<file path="src/verilog/pcel_pkg.sv">
package pcel_pkg;

  // timing
  localparam int unsigned CLK_PERIOD_NS = 10;
  localparam int unsigned US_NS         = 1000;
  localparam int unsigned US_CYCLES     = US_NS / CLK_PERIOD_NS;
  localparam int unsigned GATE_US       = 1000000;

  // widths
  localparam int RAW_W   = 16;
  localparam int VAL_W   = 12;
  localparam int CNT_W   = 32;
  localparam int SET_W   = 8;
  localparam int CODE_W  = 4;
  localparam int LPR_W   = 16;
  localparam int CPR_W   = 18;

  // pulse mode codes
  localparam logic [1:0] PMODE_OFF    = 2'h0;
  localparam logic [1:0] PMODE_WIDTH  = 2'h1;
  localparam logic [1:0] PMODE_FREQ   = 2'h2;
  localparam logic [1:0] PMODE_PERIOD = 2'h3;

  // encoder usage base codes
  localparam logic [CODE_W-1:0] EUSE_UNUSED   = 4'h0;
  localparam logic [CODE_W-1:0] EUSE_COMMAND  = 4'h1;
  localparam logic [CODE_W-1:0] EUSE_FEEDBACK = 4'h2;

  // action / usage setting layout: base code + motor1 weight 16 + motor2 weight 32
  localparam int SET_MOT1_BIT = 4;
  localparam int SET_MOT2_BIT = 5;
  localparam logic [CODE_W-1:0] ACT_NONE = 4'h0;

  // value ranges
  localparam logic [RAW_W-1:0]        RAW_MAX     = 16'hFDE8;
  localparam logic signed [VAL_W-1:0] VAL_HI      = 12'sh3E8;
  localparam logic signed [VAL_W-1:0] VAL_LO      = -12'sh3E8;
  localparam logic signed [31:0]      VAL_SPAN    = 32'sh0000_07D0;
  localparam logic [LPR_W-1:0]        LPR_MIN     = 16'h0001;
  localparam logic [LPR_W-1:0]        LPR_MAX     = 16'h1388;
  localparam int                      COUNTS_LINE = 4;

  // documented defaults for the settings ports
  localparam logic [RAW_W-1:0]        PULSE_MIN_RANGE_DEFAULT = 16'h03E8;
  localparam logic [RAW_W-1:0]        PMAX_DEFAULT = 16'h07D0;
  localparam logic signed [CNT_W-1:0] EHL_DEFAULT  = 32'sh0000_4E20;
  localparam logic signed [CNT_W-1:0] ELL_DEFAULT  = -32'sh0000_4E20;
  localparam logic [LPR_W-1:0]        LPR_DEFAULT  = 16'h0064;
  localparam logic signed [CNT_W-1:0] HOME_DEFAULT = 32'sh0000_0000;

endpackage

</file>
<file path="src/verilog/pcel_quad.sv">
`timescale 1ns/100ps
module pcel_quad
  import pcel_pkg::*;
#(
  parameter int W = CNT_W
) (
  input  wire logic                clk,
  input  wire logic                nrst,
  input  wire logic                ce,
  input  wire logic                enc_a,
  input  wire logic                enc_b,
  input  wire logic                load,
  input  wire logic signed [W-1:0] load_value,
  output logic signed [W-1:0]      count
);

  logic [1:0] a_sync;
  logic [1:0] b_sync;
  logic       a_prev;
  logic       b_prev;

  // one step per edge of either phase gives four counts per line
  wire  a_chg = a_sync[1] ^ a_prev;
  wire  b_chg = b_sync[1] ^ b_prev;
  wire  step  = a_chg ^ b_chg;                  // both moving at once is a glitch, dropped
  wire  up    = a_sync[1] ^ b_prev;             // a leading b counts up
  wire  signed [W-1:0] next_count = up ? count + W'(1) : count - W'(1);

  always_ff @(posedge clk or negedge nrst) begin
    if (!nrst) begin
      a_sync <= 2'h0;
      b_sync <= 2'h0;
      a_prev <= 1'b0;
      b_prev <= 1'b0;
      count  <= '0;
    end else if (ce) begin
      a_sync <= {a_sync[0], enc_a};
      b_sync <= {b_sync[0], enc_b};
      a_prev <= a_sync[1];
      b_prev <= b_sync[1];
      if (load)
        count <= load_value;                    // home load beats a step
      else if (step)
        count <= next_count;
    end
  end

endmodule

</file>
<file path="src/verilog/pcel_top.sv">
// Behaviour
// when a converted pulse reaches its minimum the selected input action fires on the selected motors, none by default.
// motor selection inside an action or usage setting is weight 16 for motor one and 32 for motor two over the base code.
// pulse mode 0 disables the input, 1 measures width, 2 frequency and 3 period.
// each enabled pulse input is converted to a signed value from -1000 to +1000.
// polarity 1 inverts the converted value to run +1000 down to -1000, polarity 0 passes it unchanged.
// the high-limit action fires when the encoder count rises past the upper boundary, default 20000.
// the low-limit action fires when the encoder count falls below the lower boundary, default -20000.
// in relative position mode -1000 maps to the low limit and the two limits span the travel range.
// the high-limit action setting picks an input action for the upper boundary, default 0 meaning none.
// the low-limit action setting picks an input action plus motors for the lower boundary, default none.
// the home value loads the encoder counter on a home switch, host home command or script home request.
// encoder usage base 0 is unused, 1 command source and 2 feedback, with the motor weights added.
// the encoder counter advances four counts per encoder line.
// lines per revolution is accepted from 1 to 5000, default 100.
// the pulse minimum in microseconds is the -1000 point and captures are bounded at 65000 microseconds.
// the encoder counter is signed, follows the quadrature phase order, and limits compare signed.
`timescale 1ns/100ps
module pcel_top
  import pcel_pkg::*;
#(
  parameter int unsigned GATE_LEN_US = GATE_US,
  parameter int          CW          = CNT_W
) (
  input  wire logic                    clk,
  input  wire logic                    nrst,
  input  wire logic                    ce,
  input  wire logic                    pulse_in,
  input  wire logic                    enc_a,
  input  wire logic                    enc_b,
  input  wire logic                    home_switch,
  input  wire logic                    host_home_cmd,
  input  wire logic                    script_home_req,
  input  wire logic [1:0]              pulse_mode_select,
  input  wire logic                    pulse_polarity,
  input  wire logic [RAW_W-1:0]        pulse_min_range,
  input  wire logic [RAW_W-1:0]        pulse_max_range,
  input  wire logic [SET_W-1:0]        pulse_min_action,
  input  wire logic [SET_W-1:0]        enc_usage,
  input  wire logic [LPR_W-1:0]        enc_lines_per_rev,
  input  wire logic signed [CW-1:0]    enc_high_count_limit,
  input  wire logic signed [CW-1:0]    enc_low_count_limit,
  input  wire logic [SET_W-1:0]        enc_high_limit_action,
  input  wire logic [SET_W-1:0]        enc_low_limit_action,
  input  wire logic signed [CW-1:0]    enc_home_load_value,
  input  wire logic signed [VAL_W-1:0] rel_pos_cmd,
  output logic [RAW_W-1:0]             pulse_raw,
  output logic signed [VAL_W-1:0]      pulse_value,
  output logic                         pulse_value_valid,
  output logic                         pulse_min_fire,
  output logic [CODE_W-1:0]            pulse_min_act_code,
  output logic [1:0]                   pulse_min_act_motors,
  output logic signed [CW-1:0]         enc_count,
  output logic                         enc_high_fire,
  output logic [CODE_W-1:0]            enc_high_act_code,
  output logic [1:0]                   enc_high_act_motors,
  output logic                         enc_low_fire,
  output logic [CODE_W-1:0]            enc_low_act_code,
  output logic [1:0]                   enc_low_act_motors,
  output logic                         enc_is_command,
  output logic                         enc_is_feedback,
  output logic [1:0]                   enc_motors,
  output logic [CPR_W-1:0]             enc_counts_per_rev,
  output logic                         enc_lpr_ok,
  output logic signed [CW-1:0]         rel_pos_target
);

  ////////////////////////////////////////////////////////////////////////////
  // functions

  function automatic logic [CODE_W-1:0] set_code(input logic [SET_W-1:0] s);
    set_code = s[CODE_W-1:0];
  endfunction

  function automatic logic [1:0] set_motors(input logic [SET_W-1:0] s);
    set_motors = {s[SET_MOT2_BIT], s[SET_MOT1_BIT]};
  endfunction

  // linear map of raw onto -1000..+1000 with min at -1000 and max at +1000
  function automatic logic signed [VAL_W-1:0] scale(input logic [RAW_W-1:0] raw,
                                                    input logic [RAW_W-1:0] lo,
                                                    input logic [RAW_W-1:0] hi);
    logic signed [31:0] diff;
    logic signed [31:0] span;
    logic signed [31:0] v;
    diff = $signed({16'h0000, raw}) - $signed({16'h0000, lo});
    span = $signed({16'h0000, hi}) - $signed({16'h0000, lo});
    if (span <= 0)
      v = (diff <= 0) ? 32'(VAL_LO) : 32'(VAL_HI);
    else
      v = (diff * VAL_SPAN) / span + 32'(VAL_LO);
    if (v > 32'(VAL_HI))
      v = 32'(VAL_HI);
    if (v < 32'(VAL_LO))
      v = 32'(VAL_LO);
    scale = v[VAL_W-1:0];
  endfunction

  // relative command -1000..+1000 onto the low..high travel range
  function automatic logic signed [CW-1:0] rel_map(input logic signed [VAL_W-1:0] cmd,
                                                   input logic signed [CW-1:0]    lo,
                                                   input logic signed [CW-1:0]    hi);
    logic signed [63:0] off;
    logic signed [63:0] rng;
    logic signed [63:0] t;
    off = 64'(cmd) - 64'(VAL_LO);
    rng = 64'(hi) - 64'(lo);
    t   = 64'(lo) + (off * rng) / 64'(VAL_SPAN);
    rel_map = t[CW-1:0];
  endfunction

  function automatic logic [RAW_W-1:0] sat_raw(input logic [31:0] x);
    sat_raw = (x > 32'(RAW_MAX)) ? RAW_MAX : x[RAW_W-1:0];
  endfunction

  ////////////////////////////////////////////////////////////////////////////
  // pulse capture

  localparam int PRE_W  = $clog2(US_CYCLES + 1);
  localparam logic [PRE_W-1:0] PRE_LAST = PRE_W'(US_CYCLES - 1);
  localparam logic [31:0]      GATE_LAST = 32'(GATE_LEN_US - 1);

  logic [2:0]       p_sync;
  logic [PRE_W-1:0] prescale;
  logic [31:0]      us_cnt;
  logic [31:0]      gate_cnt;
  logic [31:0]      edge_cnt;
  logic             raw_new;
  logic             at_min;

  wire p_rise   = p_sync[1] & ~p_sync[2];
  wire p_fall   = ~p_sync[1] & p_sync[2];
  wire us_tick  = (prescale == PRE_LAST);
  wire mode_off = (pulse_mode_select == PMODE_OFF);
  wire mode_w   = (pulse_mode_select == PMODE_WIDTH);
  wire mode_f   = (pulse_mode_select == PMODE_FREQ);
  wire mode_p   = (pulse_mode_select == PMODE_PERIOD);
  wire gate_end = mode_f & us_tick & (gate_cnt == GATE_LAST);
  wire cap_w    = mode_w & p_fall;                                     // width: rise to fall
  wire cap_p    = mode_p & p_rise;                                     // period: rise to rise
  wire capture  = cap_w | cap_p | gate_end;
  wire [RAW_W-1:0] next_raw = gate_end ? sat_raw(edge_cnt) : sat_raw(us_cnt);
  wire us_clear = ((mode_w | mode_p) & p_rise) | mode_off;
  wire [31:0] us_inc = (us_cnt > 32'(RAW_MAX)) ? us_cnt : us_cnt + 32'd1;  // saturates, no wrap

  wire signed [VAL_W-1:0] conv      = scale(pulse_raw, pulse_min_range, pulse_max_range);
  wire signed [VAL_W-1:0] next_val  = pulse_polarity ? -conv : conv;
  wire                    next_min  = (pulse_raw <= pulse_min_range);
  wire [CODE_W-1:0]       pulse_min_range_code = set_code(pulse_min_action);
  wire                    pulse_min_range_go   = raw_new & next_min & ~at_min & (pulse_min_range_code != ACT_NONE);

  always_ff @(posedge clk or negedge nrst) begin
    if (!nrst) begin
      p_sync   <= 3'h0;
      prescale <= '0;
      us_cnt   <= '0;
      gate_cnt <= '0;
      edge_cnt <= '0;
      pulse_raw <= '0;
      raw_new  <= 1'b0;
    end else if (ce) begin
      p_sync   <= {p_sync[1:0], pulse_in};
      prescale <= us_tick ? '0 : prescale + PRE_W'(1);
      raw_new  <= capture;
      if (capture)
        pulse_raw <= next_raw;
      if (us_clear || gate_end)
        us_cnt <= '0;
      else if (us_tick)
        us_cnt <= us_inc;
      if (!mode_f || gate_end)
        gate_cnt <= '0;
      else if (us_tick)
        gate_cnt <= gate_cnt + 32'd1;
      if (!mode_f || gate_end)
        edge_cnt <= '0;
      else if (p_rise)
        edge_cnt <= edge_cnt + 32'd1;                                  // frequency: edges per gate
    end
  end

  // a disabled input holds zero and never fires its action
  always_ff @(posedge clk or negedge nrst) begin
    if (!nrst) begin
      pulse_value          <= '0;
      pulse_value_valid    <= 1'b0;
      at_min               <= 1'b0;
      pulse_min_fire       <= 1'b0;
      pulse_min_act_code   <= ACT_NONE;
      pulse_min_act_motors <= 2'h0;
    end else if (ce) begin
      pulse_value_valid <= raw_new & ~mode_off;
      pulse_min_fire    <= pulse_min_range_go & ~mode_off;
      if (mode_off) begin
        pulse_value <= '0;
        at_min      <= 1'b0;
      end else if (raw_new) begin
        pulse_value <= next_val;
        at_min      <= next_min;
      end
      if (pulse_min_range_go && !mode_off) begin
        pulse_min_act_code   <= pulse_min_range_code;
        pulse_min_act_motors <= set_motors(pulse_min_action);
      end
    end
  end

  ////////////////////////////////////////////////////////////////////////////
  // encoder counter and home

  logic [1:0] h_sync;
  logic       h_prev;

  wire home_edge = h_sync[1] & ~h_prev;
  wire home_load = home_edge | host_home_cmd | script_home_req;

  always_ff @(posedge clk or negedge nrst) begin
    if (!nrst) begin
      h_sync <= 2'h0;
      h_prev <= 1'b0;
    end else if (ce) begin
      h_sync <= {h_sync[0], home_switch};
      h_prev <= h_sync[1];
    end
  end

  pcel_quad #(
    .W (CW)
  ) u_quad (
    .clk        (clk),
    .nrst       (nrst),
    .ce         (ce),
    .enc_a      (enc_a),
    .enc_b      (enc_b),
    .load       (home_load),
    .load_value (enc_home_load_value),
    .count      (enc_count)
  );

  ////////////////////////////////////////////////////////////////////////////
  // soft limits

  logic above;
  logic below;

  // fire once on crossing; staying out of range does not refire
  wire next_above = (enc_count > enc_high_count_limit);                // signed compare
  wire next_below = (enc_count < enc_low_count_limit);
  wire [CODE_W-1:0] hi_code = set_code(enc_high_limit_action);
  wire [CODE_W-1:0] lo_code = set_code(enc_low_limit_action);
  wire hi_go = next_above & ~above & (hi_code != ACT_NONE);
  wire lo_go = next_below & ~below & (lo_code != ACT_NONE);

  always_ff @(posedge clk or negedge nrst) begin
    if (!nrst) begin
      above               <= 1'b0;
      below               <= 1'b0;
      enc_high_fire       <= 1'b0;
      enc_low_fire        <= 1'b0;
      enc_high_act_code   <= ACT_NONE;
      enc_high_act_motors <= 2'h0;
      enc_low_act_code    <= ACT_NONE;
      enc_low_act_motors  <= 2'h0;
    end else if (ce) begin
      above         <= next_above;
      below         <= next_below;
      enc_high_fire <= hi_go;
      enc_low_fire  <= lo_go;
      if (hi_go) begin
        enc_high_act_code   <= hi_code;
        enc_high_act_motors <= set_motors(enc_high_limit_action);
      end
      if (lo_go) begin
        enc_low_act_code   <= lo_code;
        enc_low_act_motors <= set_motors(enc_low_limit_action);
      end
    end
  end

  ////////////////////////////////////////////////////////////////////////////
  // usage, resolution and relative position

  // out-of-range line counts are refused and the last good figure kept
  wire lpr_ok = (enc_lines_per_rev >= LPR_MIN) && (enc_lines_per_rev <= LPR_MAX);
  wire [CODE_W-1:0] use_code = set_code(enc_usage);

  always_ff @(posedge clk or negedge nrst) begin
    if (!nrst) begin
      enc_is_command     <= 1'b0;
      enc_is_feedback    <= 1'b0;
      enc_motors         <= 2'h0;
      enc_lpr_ok         <= 1'b0;
      enc_counts_per_rev <= CPR_W'(LPR_DEFAULT) * CPR_W'(COUNTS_LINE);
      rel_pos_target     <= '0;
    end else if (ce) begin
      enc_is_command  <= (use_code == EUSE_COMMAND);
      enc_is_feedback <= (use_code == EUSE_FEEDBACK);
      enc_motors      <= (use_code == EUSE_UNUSED) ? 2'h0 : set_motors(enc_usage);
      enc_lpr_ok      <= lpr_ok;
      if (lpr_ok)
        enc_counts_per_rev <= CPR_W'(enc_lines_per_rev) * CPR_W'(COUNTS_LINE);
      rel_pos_target  <= rel_map(rel_pos_cmd, enc_low_count_limit, enc_high_count_limit);
    end
  end

endmodule

</file>
<file path="config.mk">
export PLATFORM = sky130hd
export DESIGN_NAME = pcel_top
export DESIGN_NICKNAME = d
export VERILOG_FILES = /design/src/verilog/pcel_pkg.sv /design/src/verilog/pcel_quad.sv /design/src/verilog/pcel_top.sv
export SDC_FILE = /design/constraint.sdc
export NUM_CORES = 2
export LEC_CHECK = 0
export BUFFER_PORTS_ARGS = -buffer_cell sky130_fd_sc_hd__buf_4
export CORE_AREA = 3 3 408 410
export CTS_CLUSTER_SIZE = 25
export DETAILED_ROUTE_END_ITERATION = 7
export DIE_AREA = 0 0 411 413
export HOLD_SLACK_MARGIN = 0.02
export PLACE_DENSITY = 0.65
export SYNTH_ARGS = -nofsm -noshare
export SYNTH_HDL_FRONTEND = slang
export SYNTH_SLANG_ARGS = --single-unit
</file>
<file path="constraint.sdc">
create_clock -name clk -period 122.3 [get_ports clk]
set_clock_uncertainty 0.15 [all_clocks]
set_input_delay 12.23 -clock clk [delete_from_list [all_inputs] [get_ports clk]]
set_output_delay 12.23 -clock clk [all_outputs]
set_load 0.1 [all_outputs]
</file>
==> metrics.txt <==
outcome=complete, but fails checks; violated checks=negative setup slack; area of the multi-input gates=roughly 0.066 sq mm; Fillers=approximately 14,000; CTS tree=built; WP buf/inv=~180; CTS clk-pin slew, worst paths=roughly 0.06 ns; Post-Layout Cell Count=13,764; Clock Latency Late Sink=about 0.64 ns; Hold Path Class=reg -> reg; drt pass-1 iters=6; Slew @ Worst Pin=roughly 1.3 ns; Synth area leaders=ha_1 15%, fa_1 12%, dfrtp_1 8.6%; IO Pins=337; FF/Latch Area=0.00636 sq mm; Via density=approximately 5.7; Final Hold Vio Count=0; mapped cell area=0.0733 sq mm; clock sinks=around 250; initial DRC count=around 5,000; Crit path required time=between 100 and 150 ns; reg2reg end=pulse_value[8]; Post-Syn Instances=around 9,300; die width=about 400 um; Max Buffers Root-to-Sink=3; Max Fclk=between 7 and 8 MHz; gpl congestion=roughly 0.93; Syn. warnings=0; root buffer selected by CTS=clkbuf_16; initial antenna violation count=15; core area=between 0.15 and 0.2 sq mm; die height=413 um; Max-slew headroom=between 10% and 20%; share of cells above drive strength 1=between 30% and 40%; ys flop type=dfrtp_1; Initial Util=45.0%; Worst Reg2Reg Path Length in Cells=~750; Worst Path Max Fanout=10; Worst path most repeated cell=o21a_1; I/O Buffers=approximately 330; layout net count=approximately 13,000; Slowest cell on crit path=or4_4; post-synthesis sequential area ratio=under 10%; Overflow after GRT=0; Worst setup SP type=primary input; num rows=roughly 150; reg2reg setup slack=about 7.5 ns; Layout area overhead=32.8%; Post-DRT Antenna Nets=0; vias post-DR=between 70,000 and 80,000; H-tree levels=2; CP top delay family=compound AO/OA/AOI/OAI gates; post-route worst hold slack=0.326 ns; vias in the first global route=77,028; Remaining DRCs=0; syn_area_per_cell=slightly below 8 sq um; reg-to-reg critical path startpoint=pulse_raw[0]; worst hold endpoint=enc_lpr_ok; hold_buf cts=0; placed cells=12,911; dominant cell type by area after synthesis=ha_1; max cap viols=0; Worst Slack Setup Final=-3.76 ns; final slew viol count=0; final worst-path cycle share=103%; final setup fails=12; min Tclk post-route=126.06 ns; fraction of registers with async set/reset=100%; RSZ-0062 raised after global routing=yes; Data arrival, critical path=~130 ns; GRT Util Overall=about 30%; worst hold path depth=1; first-pass GRT wire length=between 400,000 and 500,000 um; DR WL/cell=19.0 um; Crit Path Class=in -> reg; Yosys cell types=between 150 and 200; number of synthesized flops with an enable pin=0; min-delay src=enc_lpr_ok; Die Area=~0.17 sq mm; largest net degree at the start of global routing=95; count of state elements after synthesis=between 200 and 300; Synth top area share=between 10% and 20%; hpwl dp=198,000 um; TritonCTS Buffers=34; Worst setup EP type=flip-flop; Detailed Route WL=about 260,000 um; slowest cell delay on critical path=~0.51 ns
==> Yosys cell counts, types with 199 or more instances <==
library cell	count
dfrtp_1	251
xor2_1	303
nand2_1	854
o21a_1	283
fa_1	450
o21ai_0	435
nor3_1	357
xnor2_1	416
inv_1	814
mux2_2	205
clkbuf_1	199
a21oi_1	651
ha_1	901
nor2_1	820
==> per-stage QoR <==
step                      instance area [sq um]  setup slack [ns]  util [%]  TNS (ns)
after floorplan                           75300             -3.39         -    -36.98
after global placement                    88600             -2.80      54.4    -29.85
after detailed placement                  88600             -5.12      54.4    -57.39
after CTS                                 95000             -1.00      58.4    -10.16
after global routing                      97300             -9.93      59.8   -116.60
final                                     97300             -3.76      59.8    -43.07
==> worst max-delay path by stage <==
| stage | from | endpoint | slack [ns] | cells after the start |
|---|---|---|---|---|
| CTS | pulse_min_range[1] | pulse_value[9] | -1.00 | 920 |
| detailed placement | pulse_min_range[1] | pulse_value[8] | -5.12 | 948 |
| global placement | pulse_min_range[1] | pulse_value[8] | -2.80 | 1171 |
| floorplan | pulse_min_range[1] | pulse_value[10] | -3.39 | 1174 |
| finish | pulse_min_range[1] | pulse_value[8] | -3.76 | 915 |
| global route | pulse_min_range[1] | pulse_value[8] | -9.93 | 920 |
==> cell usage in the layout (no fill, tap or decap), types with 251 or more instances in the layout <==
| master | netlist | routed |
|---|---|---|
| fa_1 | 450 | 448 |
| ha_1 | 901 | 874 |
| o21a_1 | 283 | 281 |
| buf_4 | 15 | 2390 |
| inv_1 | 814 | 797 |
| a21oi_1 | 651 | 505 |
| xnor2_1 | 416 | 398 |
| xor2_1 | 303 | 284 |
| nor3_1 | 357 | 351 |
| nand2_1 | 854 | 836 |
| dfrtp_1 | 251 | 251 |
| o21ai_0 | 435 | 347 |
| nor2_1 | 820 | 752 |
==> cell type report <==
cell class | instances | share of cell area [%]
multi-input combinational | 8028 | 67.4
timing repair buffer | 2420 | 18.8
sequential | 254 | 6.54
inverter | 819 | 3.19
tap | 2175 | 2.80
clock buffer | 46 | 1.01
clock inverter | 14 | 0.207
antenna | 8 | 0.0206
==> worst reg2reg max path, delay by kind of cell, from the launching register on <==
family / cells / cell delay [ns]
AOI/OAI and AO/OA: 413 / 67.96
xor gates and xnor gates: 6 / 0.82
adders and majority gates: 37 / 10.67
buffers and inverters: 150 / 15.34
DFF: 1 / 0.45
muxes: 10 / 2.88
and+or+nand+nor: 133 / 16.40
==> routing by layer <==
layer / track usage (%) / wire, um / vias up
met5: 0 / 12 / -
met1: 34.6 / 103000 / 37753
met3: 3.35 / 14700 / 775
li1: - / - / 37221
met2: 50.8 / 126000 / 2567
met4: 17.6 / 18700 / 2
==> sequential cells by signal, indices dropped and copies added (netlist names), 12 cells and up <==
register            flops
pulse_raw              16
us_cnt                 32
edge_cnt               32
rel_pos_target         32
pulse_value            12
enc_counts_per_rev     16
u_quad.count           32
gate_cnt               32
==> timing repair <==
action                     4_1_cts  5_1_grt
setup endpoints to repair       12       12
gates cloned                     0        1
pin swaps                      188      252
gates resized for setup        141      233
setup buffers                  618      172
==> cell families (layout without fill, tap and decap cells) <==
| group | count (synthesis) | count (layout) | synth area share [%] |
|---|---|---|---|
| AND/OR/NAND/NOR | 3069 | 3069 | 20.7 |
| AO/OA/AOI/OAI | 2428 | 2428 | 22.8 |
| adder cells (fa/ha/maj) | 1364 | 1364 | 27.9 |
| buffers and inverters | 1110 | 3299 | 6.22 |
| XOR/XNOR | 739 | 739 | 9.07 |
| multiplexers | 302 | 302 | 4.65 |
| flip-flops | 254 | 254 | 8.68 |
| other | 2 | 134 | 0.0103 |
Power is left out: the tool's default activity adds up to more than one toggle a clock period on the data nets, which glitch-free logic cannot reach.
